===== src/common/sys_pin_pkg.sv =====
// Package for the system pin control block
package sys_pin_pkg;
    localparam int unsigned SYS_CLK_HZ = 20000000;
    localparam int unsigned PC_W = 16;
    localparam logic [PC_W-1:0] PC_RESET = 16'h0000;
    localparam int unsigned CTRL_W = 16;
    localparam int unsigned CLK_SEL_BIT = 14;
    localparam int unsigned BOOT_EN_BIT = 3;
    localparam logic [CTRL_W-1:0] CTRL_RESET = 16'h0000;
    // Watchdog reset pulse width on the reset pin, in ns
    localparam int unsigned WD_PULSE_NS = 2000;
    localparam int unsigned WD_PULSE_CYC = (WD_PULSE_NS * (SYS_CLK_HZ / 1000000) + 999) / 1000;
    localparam int unsigned WD_CNT_W = 8;
    localparam int unsigned PWM_W = 8;

    typedef struct packed {
        logic [PWM_W-1:0] out;
        logic [PWM_W-1:0] oe;
    } pwm_bus_t;

    typedef struct packed {
        logic in;
        logic out;
        logic oe;
    } pin_io_t;

    typedef enum logic [2:0] {
        ST_RESET = 3'h1,
        ST_RUN = 3'h2,
        ST_WD_PULSE = 3'h4
    } rst_state_t;
endpackage


===== src/verilog/edge_event.sv =====
// Synchroniser and polarity-selectable edge detector
`timescale 1ns/1ps
`default_nettype none
module edge_event (
    input wire logic i_sys_clk, // System clock
    input wire logic i_reset_n, // Synchronous reset, active low
    input wire logic i_pin, // Asynchronous pin level
    input wire logic i_rise, // 1 = rising edge, 0 = falling edge
    output logic o_event // One-cycle event pulse
);
    logic sync1_q;
    logic sync2_q;
    logic prev_q;

    always_ff @(posedge i_sys_clk) begin
        if (!i_reset_n) begin
            sync1_q <= 1'b1;
            sync2_q <= 1'b1;
            prev_q <= 1'b1;
        end else begin
            sync1_q <= i_pin;
            sync2_q <= sync1_q;
            prev_q <= sync2_q;
        end
    end

    assign o_event = i_rise ? (sync2_q & ~prev_q) : (~sync2_q & prev_q);
endmodule
`default_nettype wire


===== src/verilog/system_pin_control.sv =====
// System pin control: reset, protection, external interrupts, clock out, boot strap
//
// Functional notes
// - Reset low halts execution and forces program counter to zero.
// - Reset release starts fetching from program address zero.
// - Watchdog overflow drives a reset pulse out onto the reset pin.
// - Falling edge on protect A raises interrupt and tri-states manager A PWM.
// - Falling edge on protect B raises interrupt and tri-states manager B PWM.
// - External interrupts one and two are edge-triggered, polarity software selected.
// - Interrupt two pin also triggers ADC conversion, or is general I/O.
// - Clock output carries CPU clock divided by two or watchdog clock by control bit 14.
// - Clock output pin serves as general I/O when clock out is unwanted.
// - Boot-enable strap sampled during reset into second control bit 3.
// - After reset, boot-enable pin becomes flag output driven high.
// - All general I/O pins default to input after reset.
// - Crystal output tri-states when output-disable and test reset are low and emulator pin zero is high.
// - Output disable needs disable low, test reset low, emulator pin high.
`timescale 1ns/1ps
`default_nettype none
module system_pin_control
    import sys_pin_pkg::*;
(
    input wire logic i_sys_clk, // 20 MHz CPU clock
    input wire logic i_reset_n, // Synchronous reset, active low
    input wire logic i_system_reset_n, // Reset pin input level
    output logic o_system_reset_n, // Reset pin output level
    output logic o_system_reset_oe, // Reset pin output enable
    input wire logic i_wd_overflow, // Watchdog overflow pulse
    output logic o_cpu_run, // CPU may execute
    output logic [PC_W-1:0] o_program_counter, // Fetch address
    input wire logic i_fetch_advance, // CPU advances fetch address
    input wire logic i_drive_protect_a_n, // Protect input A pin
    input wire logic i_drive_protect_b_n, // Protect input B pin
    input wire logic i_protect_clear_a, // Release manager A outputs
    input wire logic i_protect_clear_b, // Release manager B outputs
    output logic o_protect_irq_a, // Protect A interrupt pulse
    output logic o_protect_irq_b, // Protect B interrupt pulse
    input wire pwm_bus_t i_pwm_a, // Manager A PWM request
    input wire pwm_bus_t i_pwm_b, // Manager B PWM request
    output pwm_bus_t o_pwm_a, // Manager A PWM pins
    output pwm_bus_t o_pwm_b, // Manager B PWM pins
    input wire logic i_ext_irq_one, // Interrupt one pin
    input wire logic i_ext_irq_two, // Interrupt two pin
    input wire logic i_irq_one_rise, // Interrupt one polarity
    input wire logic i_irq_two_rise, // Interrupt two polarity
    input wire logic i_irq_one_en, // Pin used as interrupt one
    input wire logic i_irq_two_en, // Pin used as interrupt two
    input wire logic i_adc_trig_en, // Pin used as ADC trigger
    output logic o_ext_irq_one, // Interrupt one pulse
    output logic o_ext_irq_two, // Interrupt two pulse
    output logic o_adc_conv_trigger, // ADC start pulse
    input wire pin_io_t i_gpio_a_bit2, // Interrupt one pin as GPIO
    input wire pin_io_t i_gpio_d_bit0, // Interrupt two pin as GPIO
    input wire pin_io_t i_gpio_e_bit0, // Clock out pin as GPIO
    input wire logic i_gpio_dir_wr, // Software writes GPIO directions
    output logic o_gpio_a_bit2_oe, // Output enable
    output logic o_gpio_a_bit2_out, // Output data
    output logic o_gpio_d_bit0_oe, // Output enable
    output logic o_gpio_d_bit0_out, // Output data
    input wire logic [CTRL_W-1:0] i_system_ctrl_status, // Control register value
    input wire logic i_clock_out_en, // Pin used as clock out
    input wire logic i_watchdog_clock, // Watchdog clock level
    output logic o_clock_out_pin, // Clock out pin data
    output logic o_clock_out_oe, // Clock out pin enable
    input wire logic i_boot_en_pin, // Boot strap pin level
    input wire logic i_flag_value, // Flag value from CPU
    input wire logic i_flag_wr, // Flag write strobe
    output logic [CTRL_W-1:0] o_system_ctrl_status_two, // Second control register
    output logic o_external_flag_out, // Flag pin data
    output logic o_external_flag_oe, // Flag pin enable
    input wire logic i_test_output_disable_n, // Output disable pin
    input wire logic i_test_reset, // JTAG test reset
    input wire logic i_emulator_pin_zero, // Emulator pin zero
    input wire logic i_crystal_osc, // Oscillator drive
    output logic o_crystal_out, // Crystal output data
    output logic o_crystal_oe // Crystal output enable
);
    import sys_pin_pkg::*;

    // ----------------------------------------
    // Input synchronisers
    // ----------------------------------------
    logic rst_s1_q, rst_s2_q, boot_s1_q, boot_s2_q, wd_s1_q, wd_s2_q;
    logic off_s1_q, off_s2_q, trst_s1_q, trst_s2_q, emu_s1_q, emu_s2_q;

    always_ff @(posedge i_sys_clk) begin
        if (!i_reset_n) begin
            {rst_s1_q, rst_s2_q, boot_s1_q, boot_s2_q} <= 4'h0;
            {wd_s1_q, wd_s2_q, off_s1_q, off_s2_q} <= 4'hf;
            {trst_s1_q, trst_s2_q, emu_s1_q, emu_s2_q} <= 4'hf;
        end else begin
            rst_s1_q <= i_system_reset_n;
            rst_s2_q <= rst_s1_q;
            boot_s1_q <= i_boot_en_pin;
            boot_s2_q <= boot_s1_q;
            wd_s1_q <= i_watchdog_clock;
            wd_s2_q <= wd_s1_q;
            off_s1_q <= i_test_output_disable_n;
            off_s2_q <= off_s1_q;
            trst_s1_q <= i_test_reset;
            trst_s2_q <= trst_s1_q;
            emu_s1_q <= i_emulator_pin_zero;
            emu_s2_q <= emu_s1_q;
        end
    end

    // ----------------------------------------
    // Reset sequencing
    // ----------------------------------------
    rst_state_t state_q;
    logic [WD_CNT_W-1:0] pulse_cnt_q;
    logic [PC_W-1:0] pc_q;

    always_ff @(posedge i_sys_clk) begin
        if (!i_reset_n) begin
            state_q <= ST_RESET;
            pulse_cnt_q <= '0;
        end else begin
            unique case (state_q)
                ST_RESET: begin
                    if (rst_s2_q) begin
                        state_q <= ST_RUN;
                    end
                end
                ST_RUN: begin
                    if (i_wd_overflow) begin
                        state_q <= ST_WD_PULSE;
                        pulse_cnt_q <= WD_CNT_W'(WD_PULSE_CYC - 1);
                    end else if (!rst_s2_q) begin
                        state_q <= ST_RESET;
                    end
                end
                ST_WD_PULSE: begin
                    if (pulse_cnt_q == '0) begin
                        state_q <= ST_RESET;
                    end else begin
                        pulse_cnt_q <= pulse_cnt_q - 1'b1;
                    end
                end
            endcase
        end
    end

    logic running;
    assign running = (state_q == ST_RUN) && rst_s2_q;

    always_ff @(posedge i_sys_clk) begin
        if (!i_reset_n || !running) begin
            pc_q <= PC_RESET;
        end else if (i_fetch_advance) begin
            pc_q <= pc_q + 1'b1;
        end
    end

    assign o_cpu_run = running;
    assign o_program_counter = pc_q;
    assign o_system_reset_n = 1'b0;
    assign o_system_reset_oe = (state_q == ST_WD_PULSE);

    // ----------------------------------------
    // Power drive protection
    // ----------------------------------------
    logic prot_a_ev, prot_b_ev, trip_a_q, trip_b_q, irq1_ev, irq2_ev;
    logic [3:0] edge_pin, edge_rise, edge_ev;

    // One synchronised edge detector per protect and interrupt pin
    assign edge_pin = {i_ext_irq_two, i_ext_irq_one, i_drive_protect_b_n, i_drive_protect_a_n};
    assign edge_rise = {i_irq_two_rise, i_irq_one_rise, 2'h0};
    assign {irq2_ev, irq1_ev, prot_b_ev, prot_a_ev} = edge_ev;

    for (genvar g = 0; g < 4; g++) begin : g_edge
        edge_event u_edge (
            .i_sys_clk(i_sys_clk),
            .i_reset_n(i_reset_n),
            .i_pin(edge_pin[g]),
            .i_rise(edge_rise[g]),
            .o_event(edge_ev[g])
        );
    end

    // Set wins over clear
    always_ff @(posedge i_sys_clk) begin
        if (!i_reset_n) begin
            trip_a_q <= 1'b0;
            trip_b_q <= 1'b0;
        end else begin
            trip_a_q <= prot_a_ev | (trip_a_q & ~i_protect_clear_a);
            trip_b_q <= prot_b_ev | (trip_b_q & ~i_protect_clear_b);
        end
    end

    assign o_protect_irq_a = prot_a_ev;
    assign o_protect_irq_b = prot_b_ev;

    always_ff @(posedge i_sys_clk) begin
        if (!i_reset_n) begin
            o_pwm_a <= '0;
            o_pwm_b <= '0;
        end else begin
            o_pwm_a.out <= i_pwm_a.out;
            o_pwm_b.out <= i_pwm_b.out;
            o_pwm_a.oe <= (trip_a_q | prot_a_ev) ? '0 : i_pwm_a.oe;
            o_pwm_b.oe <= (trip_b_q | prot_b_ev) ? '0 : i_pwm_b.oe;
        end
    end

    // ----------------------------------------
    // External interrupts and ADC trigger
    // ----------------------------------------
    assign o_ext_irq_one = irq1_ev & i_irq_one_en;
    assign o_ext_irq_two = irq2_ev & i_irq_two_en;
    assign o_adc_conv_trigger = irq2_ev & i_adc_trig_en;

    // ----------------------------------------
    // General I/O direction
    // ----------------------------------------
    logic [2:0] gpio_oe_q;

    always_ff @(posedge i_sys_clk) begin
        if (!i_reset_n || !running) begin
            gpio_oe_q <= 3'h0;
        end else if (i_gpio_dir_wr) begin
            gpio_oe_q <= {i_gpio_e_bit0.oe, i_gpio_d_bit0.oe, i_gpio_a_bit2.oe};
        end
    end

    assign o_gpio_a_bit2_oe = gpio_oe_q[0] & ~i_irq_one_en;
    assign o_gpio_a_bit2_out = i_gpio_a_bit2.out;
    assign o_gpio_d_bit0_oe = gpio_oe_q[1] & ~i_irq_two_en & ~i_adc_trig_en;
    assign o_gpio_d_bit0_out = i_gpio_d_bit0.out;

    // ----------------------------------------
    // Clock output
    // ----------------------------------------
    logic sys_phase_q;

    always_ff @(posedge i_sys_clk) begin
        if (!i_reset_n) begin
            sys_phase_q <= 1'b0;
        end else begin
            sys_phase_q <= ~sys_phase_q;
        end
    end

    always_ff @(posedge i_sys_clk) begin
        if (!i_reset_n) begin
            o_clock_out_pin <= 1'b0;
        end else if (i_clock_out_en) begin
            o_clock_out_pin <= i_system_ctrl_status[CLK_SEL_BIT] ? wd_s2_q : sys_phase_q;
        end else begin
            o_clock_out_pin <= i_gpio_e_bit0.out;
        end
    end

    assign o_clock_out_oe = i_clock_out_en | (gpio_oe_q[2] & running);

    // ----------------------------------------
    // Boot strap and flag
    // ----------------------------------------
    logic [CTRL_W-1:0] ctrl2_q;
    logic flag_q;

    always_ff @(posedge i_sys_clk) begin
        if (!i_reset_n) begin
            ctrl2_q <= CTRL_RESET;
        end else if (!running) begin
            ctrl2_q[BOOT_EN_BIT] <= boot_s2_q;
        end
    end

    always_ff @(posedge i_sys_clk) begin
        if (!i_reset_n || !running) begin
            flag_q <= 1'b1;
        end else if (i_flag_wr) begin
            flag_q <= i_flag_value;
        end
    end

    assign o_system_ctrl_status_two = ctrl2_q;
    assign o_external_flag_out = flag_q;
    assign o_external_flag_oe = running;

    // ----------------------------------------
    // Crystal output disable
    // ----------------------------------------
    logic off_active;
    assign off_active = ~off_s2_q & ~trst_s2_q & emu_s2_q;
    assign o_crystal_out = i_crystal_osc;
    assign o_crystal_oe = ~off_active;
endmodule
`default_nettype wire

===== config.mk =====
export PLATFORM = sky130hd
export DESIGN_NAME = system_pin_control
export DESIGN_NICKNAME = d
export VERILOG_FILES = /design/src/common/sys_pin_pkg.sv /design/src/verilog/edge_event.sv /design/src/verilog/system_pin_control.sv
export SDC_FILE = /design/constraint.sdc
export NUM_CORES = 1
export LEC_CHECK = 0
export BUFFER_PORTS_ARGS = -buffer_cell sky130_fd_sc_hd__clkbuf_2
export CAP_MARGIN = 20
export CORE_ASPECT_RATIO = 1.5
export CORE_UTILIZATION = 33
export DETAILED_ROUTE_END_ITERATION = 10
export GPL_TIMING_DRIVEN = 0
export PLACE_DENSITY_LB_ADDON = 0.15
export SLEW_MARGIN = 25
export SYNTH_ARGS = -nofsm -noshare
export SYNTH_HDL_FRONTEND = slang
export SYNTH_SLANG_ARGS = --single-unit
export TNS_END_PERCENT = 30

===== constraint.sdc =====
create_clock -name i_sys_clk -period 1.65 [get_ports i_sys_clk]
set_input_delay 0.165 -clock i_sys_clk [delete_from_list [all_inputs] [get_ports i_sys_clk]]
set_output_delay 0.165 -clock i_sys_clk [all_outputs]
set_load 0.02 [all_outputs]

* After elaboration in Yosys (flattened, before gate mapping)
Cells that the tools add are included.
** Operators by class
- Divide/modulo/power cells :: 0
- Add/sub/neg operators :: 2
- Reduce and logical (&&, ||, !) cells :: 10
- Multipliers :: 0
- Bitwise gates (word level) :: 38
- Eq/ne operators :: 8
- $lt $le $gt $ge :: 0
- Shift operators :: 0
- Muxes and demuxes :: 12
** Operators with widths (count)
- $and 1x1->1 :: 17
- $add 16x1->16 const B :: 1
- $mux 8 :: 2
- $not 1->1 :: 16
- $pmux 8 s2 :: 1
- $mux 3 :: 4
- $pmux 3 s3 :: 1
- $logic_not 8->1 :: 1
- $sub 8x1->8 const B :: 1
- $ne 2x2->1 const B :: 3
- $reduce_and 3->1 :: 2
- $or 1x1->1 :: 5
- $mux 1 :: 4
- $reduce_or 2->1 :: 2
- $eq 3x1->1 const B :: 1
- $eq 3x2->1 const B :: 1
- $eq 3x3->1 const B :: 1
- $ne 3x3->1 const B :: 1
- $logic_not 1->1 :: 2
- $ne 2x1->1 const B :: 1
- $reduce_bool 2->1 :: 1
- $logic_and 1x1->1 :: 1
- $logic_or 1x1->1 :: 1
** Word-level totals
- Memories :: 0
- Memory bits (writable) :: 0
- Word-level logic and storage cells :: 108
- Output and inout bits :: 82
- Bits in read-only memories :: 0
- Bits of input ports :: 83
- Latch bits :: 0
- Flip-flop bits (word level) :: 92

* Depth between registers and ports, before layout
- Depth in word-level cells :: 4
- Gate-level depth with buffers :: 5
- Gate-level depth less buffers :: 5

* Modules after synthesis
From an unflattened synthesis, not the netlist that was laid out.
** Second synthesis, totals
- Cell total of the unflattened synthesis :: 338
- Area total of the unflattened synthesis :: 3423.3 um^2
** By module, submodules not included
- system_pin_control :: sequential area each 1601.5 um^2, cells an instance 302, area an instance 3017.9 um^2, times used 1
- edge_event :: sequential area each 60.1 um^2, cells an instance 9, area an instance 101.3 um^2, times used 4

* Worst setup path before layout
No wires, ideal clock.
- Kind :: reg2reg
- From :: register pulse_cnt_q[0]
- To :: register pulse_cnt_q[1]
- Setup slack :: 37 ps
- Arrival time :: 1522 ps
- Cell stages (with the launch flop) :: 6
- Data required time :: 1559 ps
- Clock period less this slack :: 1613 ps
- Buffers on the path :: 0
- Library setup time :: 91 ps
- Cells stage by stage :: dfxtp_1 inv_1 ha_1 nor3b_1 a211oi_1 a311oi_1
** On the way
- Word-level cells in the longest chain between the ends :: 3
- Elaborated cells between the ends (all ways) :: 6
- Classes of those cells :: 1 x add/sub; 1 x eq/ne; 2 x mux; 2 x reduce/logical
** RTL lines
- start, declared :: RTL line system_pin_control.sv:111 : logic [WD_CNT_W-1:0] pulse_cnt_q;
- start signal, assigned :: RTL line system_pin_control.sv:128 : pulse_cnt_q <= WD_CNT_W'(WD_PULSE_CYC - 1);
- start signal, assigned :: RTL line system_pin_control.sv:137 : pulse_cnt_q <= pulse_cnt_q - 1'b1;
- $sub 8x1->8 / $logic_not 8->1 (equally long branches) :: RTL line system_pin_control.sv:137, system_pin_control.sv:134
- $mux 8 / $ne 2x2->1 (equally long branches)
- $pmux 8 s2 / $reduce_and 3->1 (equally long branches)
Several ways; a longest one is shown, not always the timed one. The select of a mux whose other input is x is not followed.
A chain may end at the register's enable or synchronous reset.

* Worst setup path after layout
- From :: register state_q[1]
- To :: output port o_clock_out_oe
** On the way
- Word-level cells in the longest chain between the ends :: 4
** RTL lines
- start, declared :: RTL line system_pin_control.sv:110 : rst_state_t state_q;
- start signal, assigned :: RTL line system_pin_control.sv:116 : state_q <= ST_RESET;
- start signal, assigned :: RTL line system_pin_control.sv:122 : state_q <= ST_RUN;
- start signal, assigned :: RTL line system_pin_control.sv:127 : state_q <= ST_WD_PULSE;
- $eq 3x2->1 :: RTL line system_pin_control.sv:145 : assign running = (state_q == ST_RUN) && rst_s2_q;
- $logic_and 1x1->1 :: RTL line system_pin_control.sv:145
- $and 1x1->1 :: RTL line system_pin_control.sv:255 : assign o_clock_out_oe = i_clock_out_en | (gpio_oe_q[2] & running);
- $or 1x1->1 :: RTL line system_pin_control.sv:255
- end, declared :: RTL line system_pin_control.sv:64 : output logic o_clock_out_oe,
Every way passes these cells.

==> results.json <==
{
  "synth-seq-cells": 92,
  "p_per_area_nw_per_um2": 989,
  "timing.hold.ws_ns": 0.0190,
  "p_clk_share_pct": 41.7,
  "synth-edff-count": 0,
  "pwr-share-seq_pct": 47.7,
  "ys.flop_type": "dfxtp_1",
  "grt_max_degree": 20,
  "synth_seq_area_share_pct": 53.0,
  "wl_met3_um": 421,
  "critPathLaunchType": "register",
  "maxSlewHeadroom_pct": 52.2,
  "setup_ws_ns": -0.0415,
  "dp_hpwl_mm": 5.70,
  "finalInstanceArea_um2": 4970,
  "postRouteAntennaNets": 0,
  "final_cell_mix": "clkbuf_2, dfxtp_1, and2_1, buf_4, nand2b_1",
  "final_nets": 605,
  "power_frac_comb_pct": 10.5,
  "cts_sinks": 92,
  "yosys.area.top_type": "dfxtp_1",
  "wl_per_cell_um": 11.9,
  "clock_skew_ns": 0.00604,
  "cp.required_ns": 1.48,
  "grt_usage_pct": 14.6,
  "status": "finished, violations left",
  "routed_wl_mm": 7.90,
  "io_buffers": 126,
  "cts-root-buf": "clkbuf_16",
  "cts_tree": "yes",
  "dr.max_layer_used": "met4",
  "end_kind": "primary output",
  "place_area_um2": 4340,
  "vias_per_cell": 4.50,
  "grt_remaining_overflow": 0,
  "remaining_drc_errors": 0,
  "violations": "setup timing",
  "irDropWorstVdd_v": 0.000473,
  "grt_pass1_vias": 2710,
  "worstSetupPathType": "reg -> out",
  "maxCapViolCount": 0,
  "nFillCells": 991,
  "grt_pass1_wl_mm": 12.4,
  "io_pins": 165,
  "fmax_ghz": 0.591,
  "cts_buffers": 9,
  "drt-initial-drc-count": 87,
  "synth_top_area_share_pct": 53.0,
  "synthArstFlopShare_pct": 0,
  "synth.avg_cell_area_um2": 10.1,
  "rows": 45,
  "synthCells": 345,
  "dr_wl_met2_mm": 4.32,
  "layout-drive-gt1-share_pct": 38.4,
  "report.final.hold_viol_count": 0,
  "antenna_found_initial": 0,
  "synth_area_leaders": "dfxtp_1, and2_1, mux2i_1",
  "ys_types": 41,
  "hp-class": "in -> reg",
  "core_area_um2": 10200,
  "fin_crit_ns": 1.69,
  "routedLengthMet1_mm": 3.03,
  "netlist_area_um2": 3470,
  "finalCritPeriodShare_pct": 103,
  "final_common_cell": "clkbuf_2",
  "internal-power_mw": 3.64,
  "routabilityCongestion": 0.775,
  "clkLatencyLatePin_ns": 0.34,
  "cts.path.max_buffers": 2,
  "worst_slew_pin_slew_ns": 0.711,
  "setup_violations": 3,
  "die_h_um": 128,
  "dr.pass1.iters": 4,
  "path_max_fanout": 6,
  "die_area_um2": 10900,
  "antenna_cells": 0,
  "arrival_ns": 1.53,
  "yosys_warnings": 0,
  "clkTransAtPathRegs_ns": 0.07,
  "rsz0062_at_grt": "yes",
  "finalMaxSlewViolations": 0,
  "syn2layout_area_growth_pct": 43.2,
  "p_leak_nw": 2.20,
  "net-switching-power_mw": 1.28,
  "dr_total_vias": 2994,
  "h-tree-depth": 3,
  "die_w_um": 85.8,
  "initial_utilization_pct": 34.1,
  "switching_share_pct": 25.9
}
final timing paths:
kind                                end  slack (ns)  cells past startpoint            startpoint
setup reg to reg  o_program_counter[13]       -0.02                      4  o_program_counter[2]
setup / recovery         o_clock_out_oe       -0.04                      5            state_q[1]
hold / removal               o_pwm_a[3]        0.02                      2            i_pwm_a[3]
hold reg to reg                 wd_s2_q        0.41                      1               wd_s1_q
synthesized netlist by cell type, types with 2 or more instances:
cell type   n
a211oi_1    7
a21o_1      2
a21oi_1    12
and2_1     38
buf_2       2
buf_4      20
clkbuf_1   11
dfxtp_1    92
ha_1        3
inv_1      11
mux2i_1    16
nand2_1     7
nand2b_1   22
nand3_1    12
nand3b_1    8
nand4_1     6
nand4bb_1   2
nor2_1     15
nor2b_1     5
nor3_1      2
nor3b_1     2
nor4_1      8
nor4bb_1    2
o21ai_0     5
o31ai_1     4
or3_1       5
or3b_2      3
or4_1       8
xor2_1      3
final cells by class:
| class | instances | area [µm²] | area share, % |
|---|---|---|---|
| flip-flops and latches | 92 | 1860 | 37.5 |
| well taps | 141 | 176 | 3.55 |
| repair buffers | 148 | 847 | 17.0 |
| plain buffers | 33 | 224 | 4.50 |
| inverters | 11 | 41.3 | 0.830 |
| multi-input cells | 224 | 1520 | 30.5 |
| clock buffers | 9 | 225 | 4.53 |
| clock inverters | 7 | 78.8 | 1.59 |
routing by layer:
layer,GRT usage [%],vias to the layer above
met5,0,-
met4,6.18,0
met3,4.39,7
met2,27.0,96
met1,15.1,1386
li1,-,1505
state kept, by name, summed over array words and instances, names as in the netlist, 3 cells and up:
| register | cells |
|---|---|
| g_edge.u_edge.prev_q | 4 |
| g_edge.u_edge.sync1_q | 4 |
| g_edge.u_edge.sync2_q | 4 |
| gpio_oe_q | 3 |
| o_program_counter | 16 |
| o_pwm_a | 16 |
| o_pwm_b | 16 |
| pulse_cnt_q | 8 |
| state_q | 3 |
critical path, stage by stage (launching register included):
cell,delay [ns]
dfxtp_4,0.37
nor4bb_4,0.28
buf_4,0.17
buf_8,0.12
a21o_1,0.11
clkbuf_8,0.13
cells by family (layout without fill, tap and decap cells):
logic type	count (synthesis)	after routing	share of synthesized area [%]
xor+xnor	4	4	1.01
buf+inv	44	208	6.99
other cells	1	16	0.108
compound gates	36	36	6.67
flops	92	92	53.0
fa+ha+maj	3	3	1.08
mux	16	16	4.61
simple gates	149	149	26.5
power groups by stage:
stage / Clock, mW / Sequential, mW / Combinational [mW]
final: 2.05 / 2.35 / 0.519
after global routing: 2.21 / 2.35 / 0.566
after CTS: 2.14 / 2.34 / 0.508
after detailed placement: 0 / 2.40 / 0.459
after global placement: 0 / 2.40 / 0.453
after floorplan: 0 / 2.45 / 0.234
stage by stage:
step	utilization (%)	power (mW)	setup slack, ns	std cells	setup TNS [ns]
6_report	48.8	4.92	-0.0415	665	-0.0580
3_5_place_dp	42.5	2.86	-0.307	627	-4.98
3_3_place_gp	42.5	2.85	-0.309	627	-4.90
4_1_cts	47.8	4.99	-0.0777	661	-0.262
5_1_grt	48.8	5.13	-0.119	665	-0.621
2_1_floorplan	-	2.69	0.0369	360	0
what timing repair did:
| item | CTS | global route |
|---|---|---|
| hold buffers | 11 | 0 |
| endpoints found under the setup margin | 32 | 27 |
| gates resized for setup | 24 | 25 |
| setup buffers | 7 | 4 |
| pin swaps | 2 | 4 |
| endpoints found under the hold margin | 11 | 0 |
Note: power is estimated with default switching activity, not from simulation.
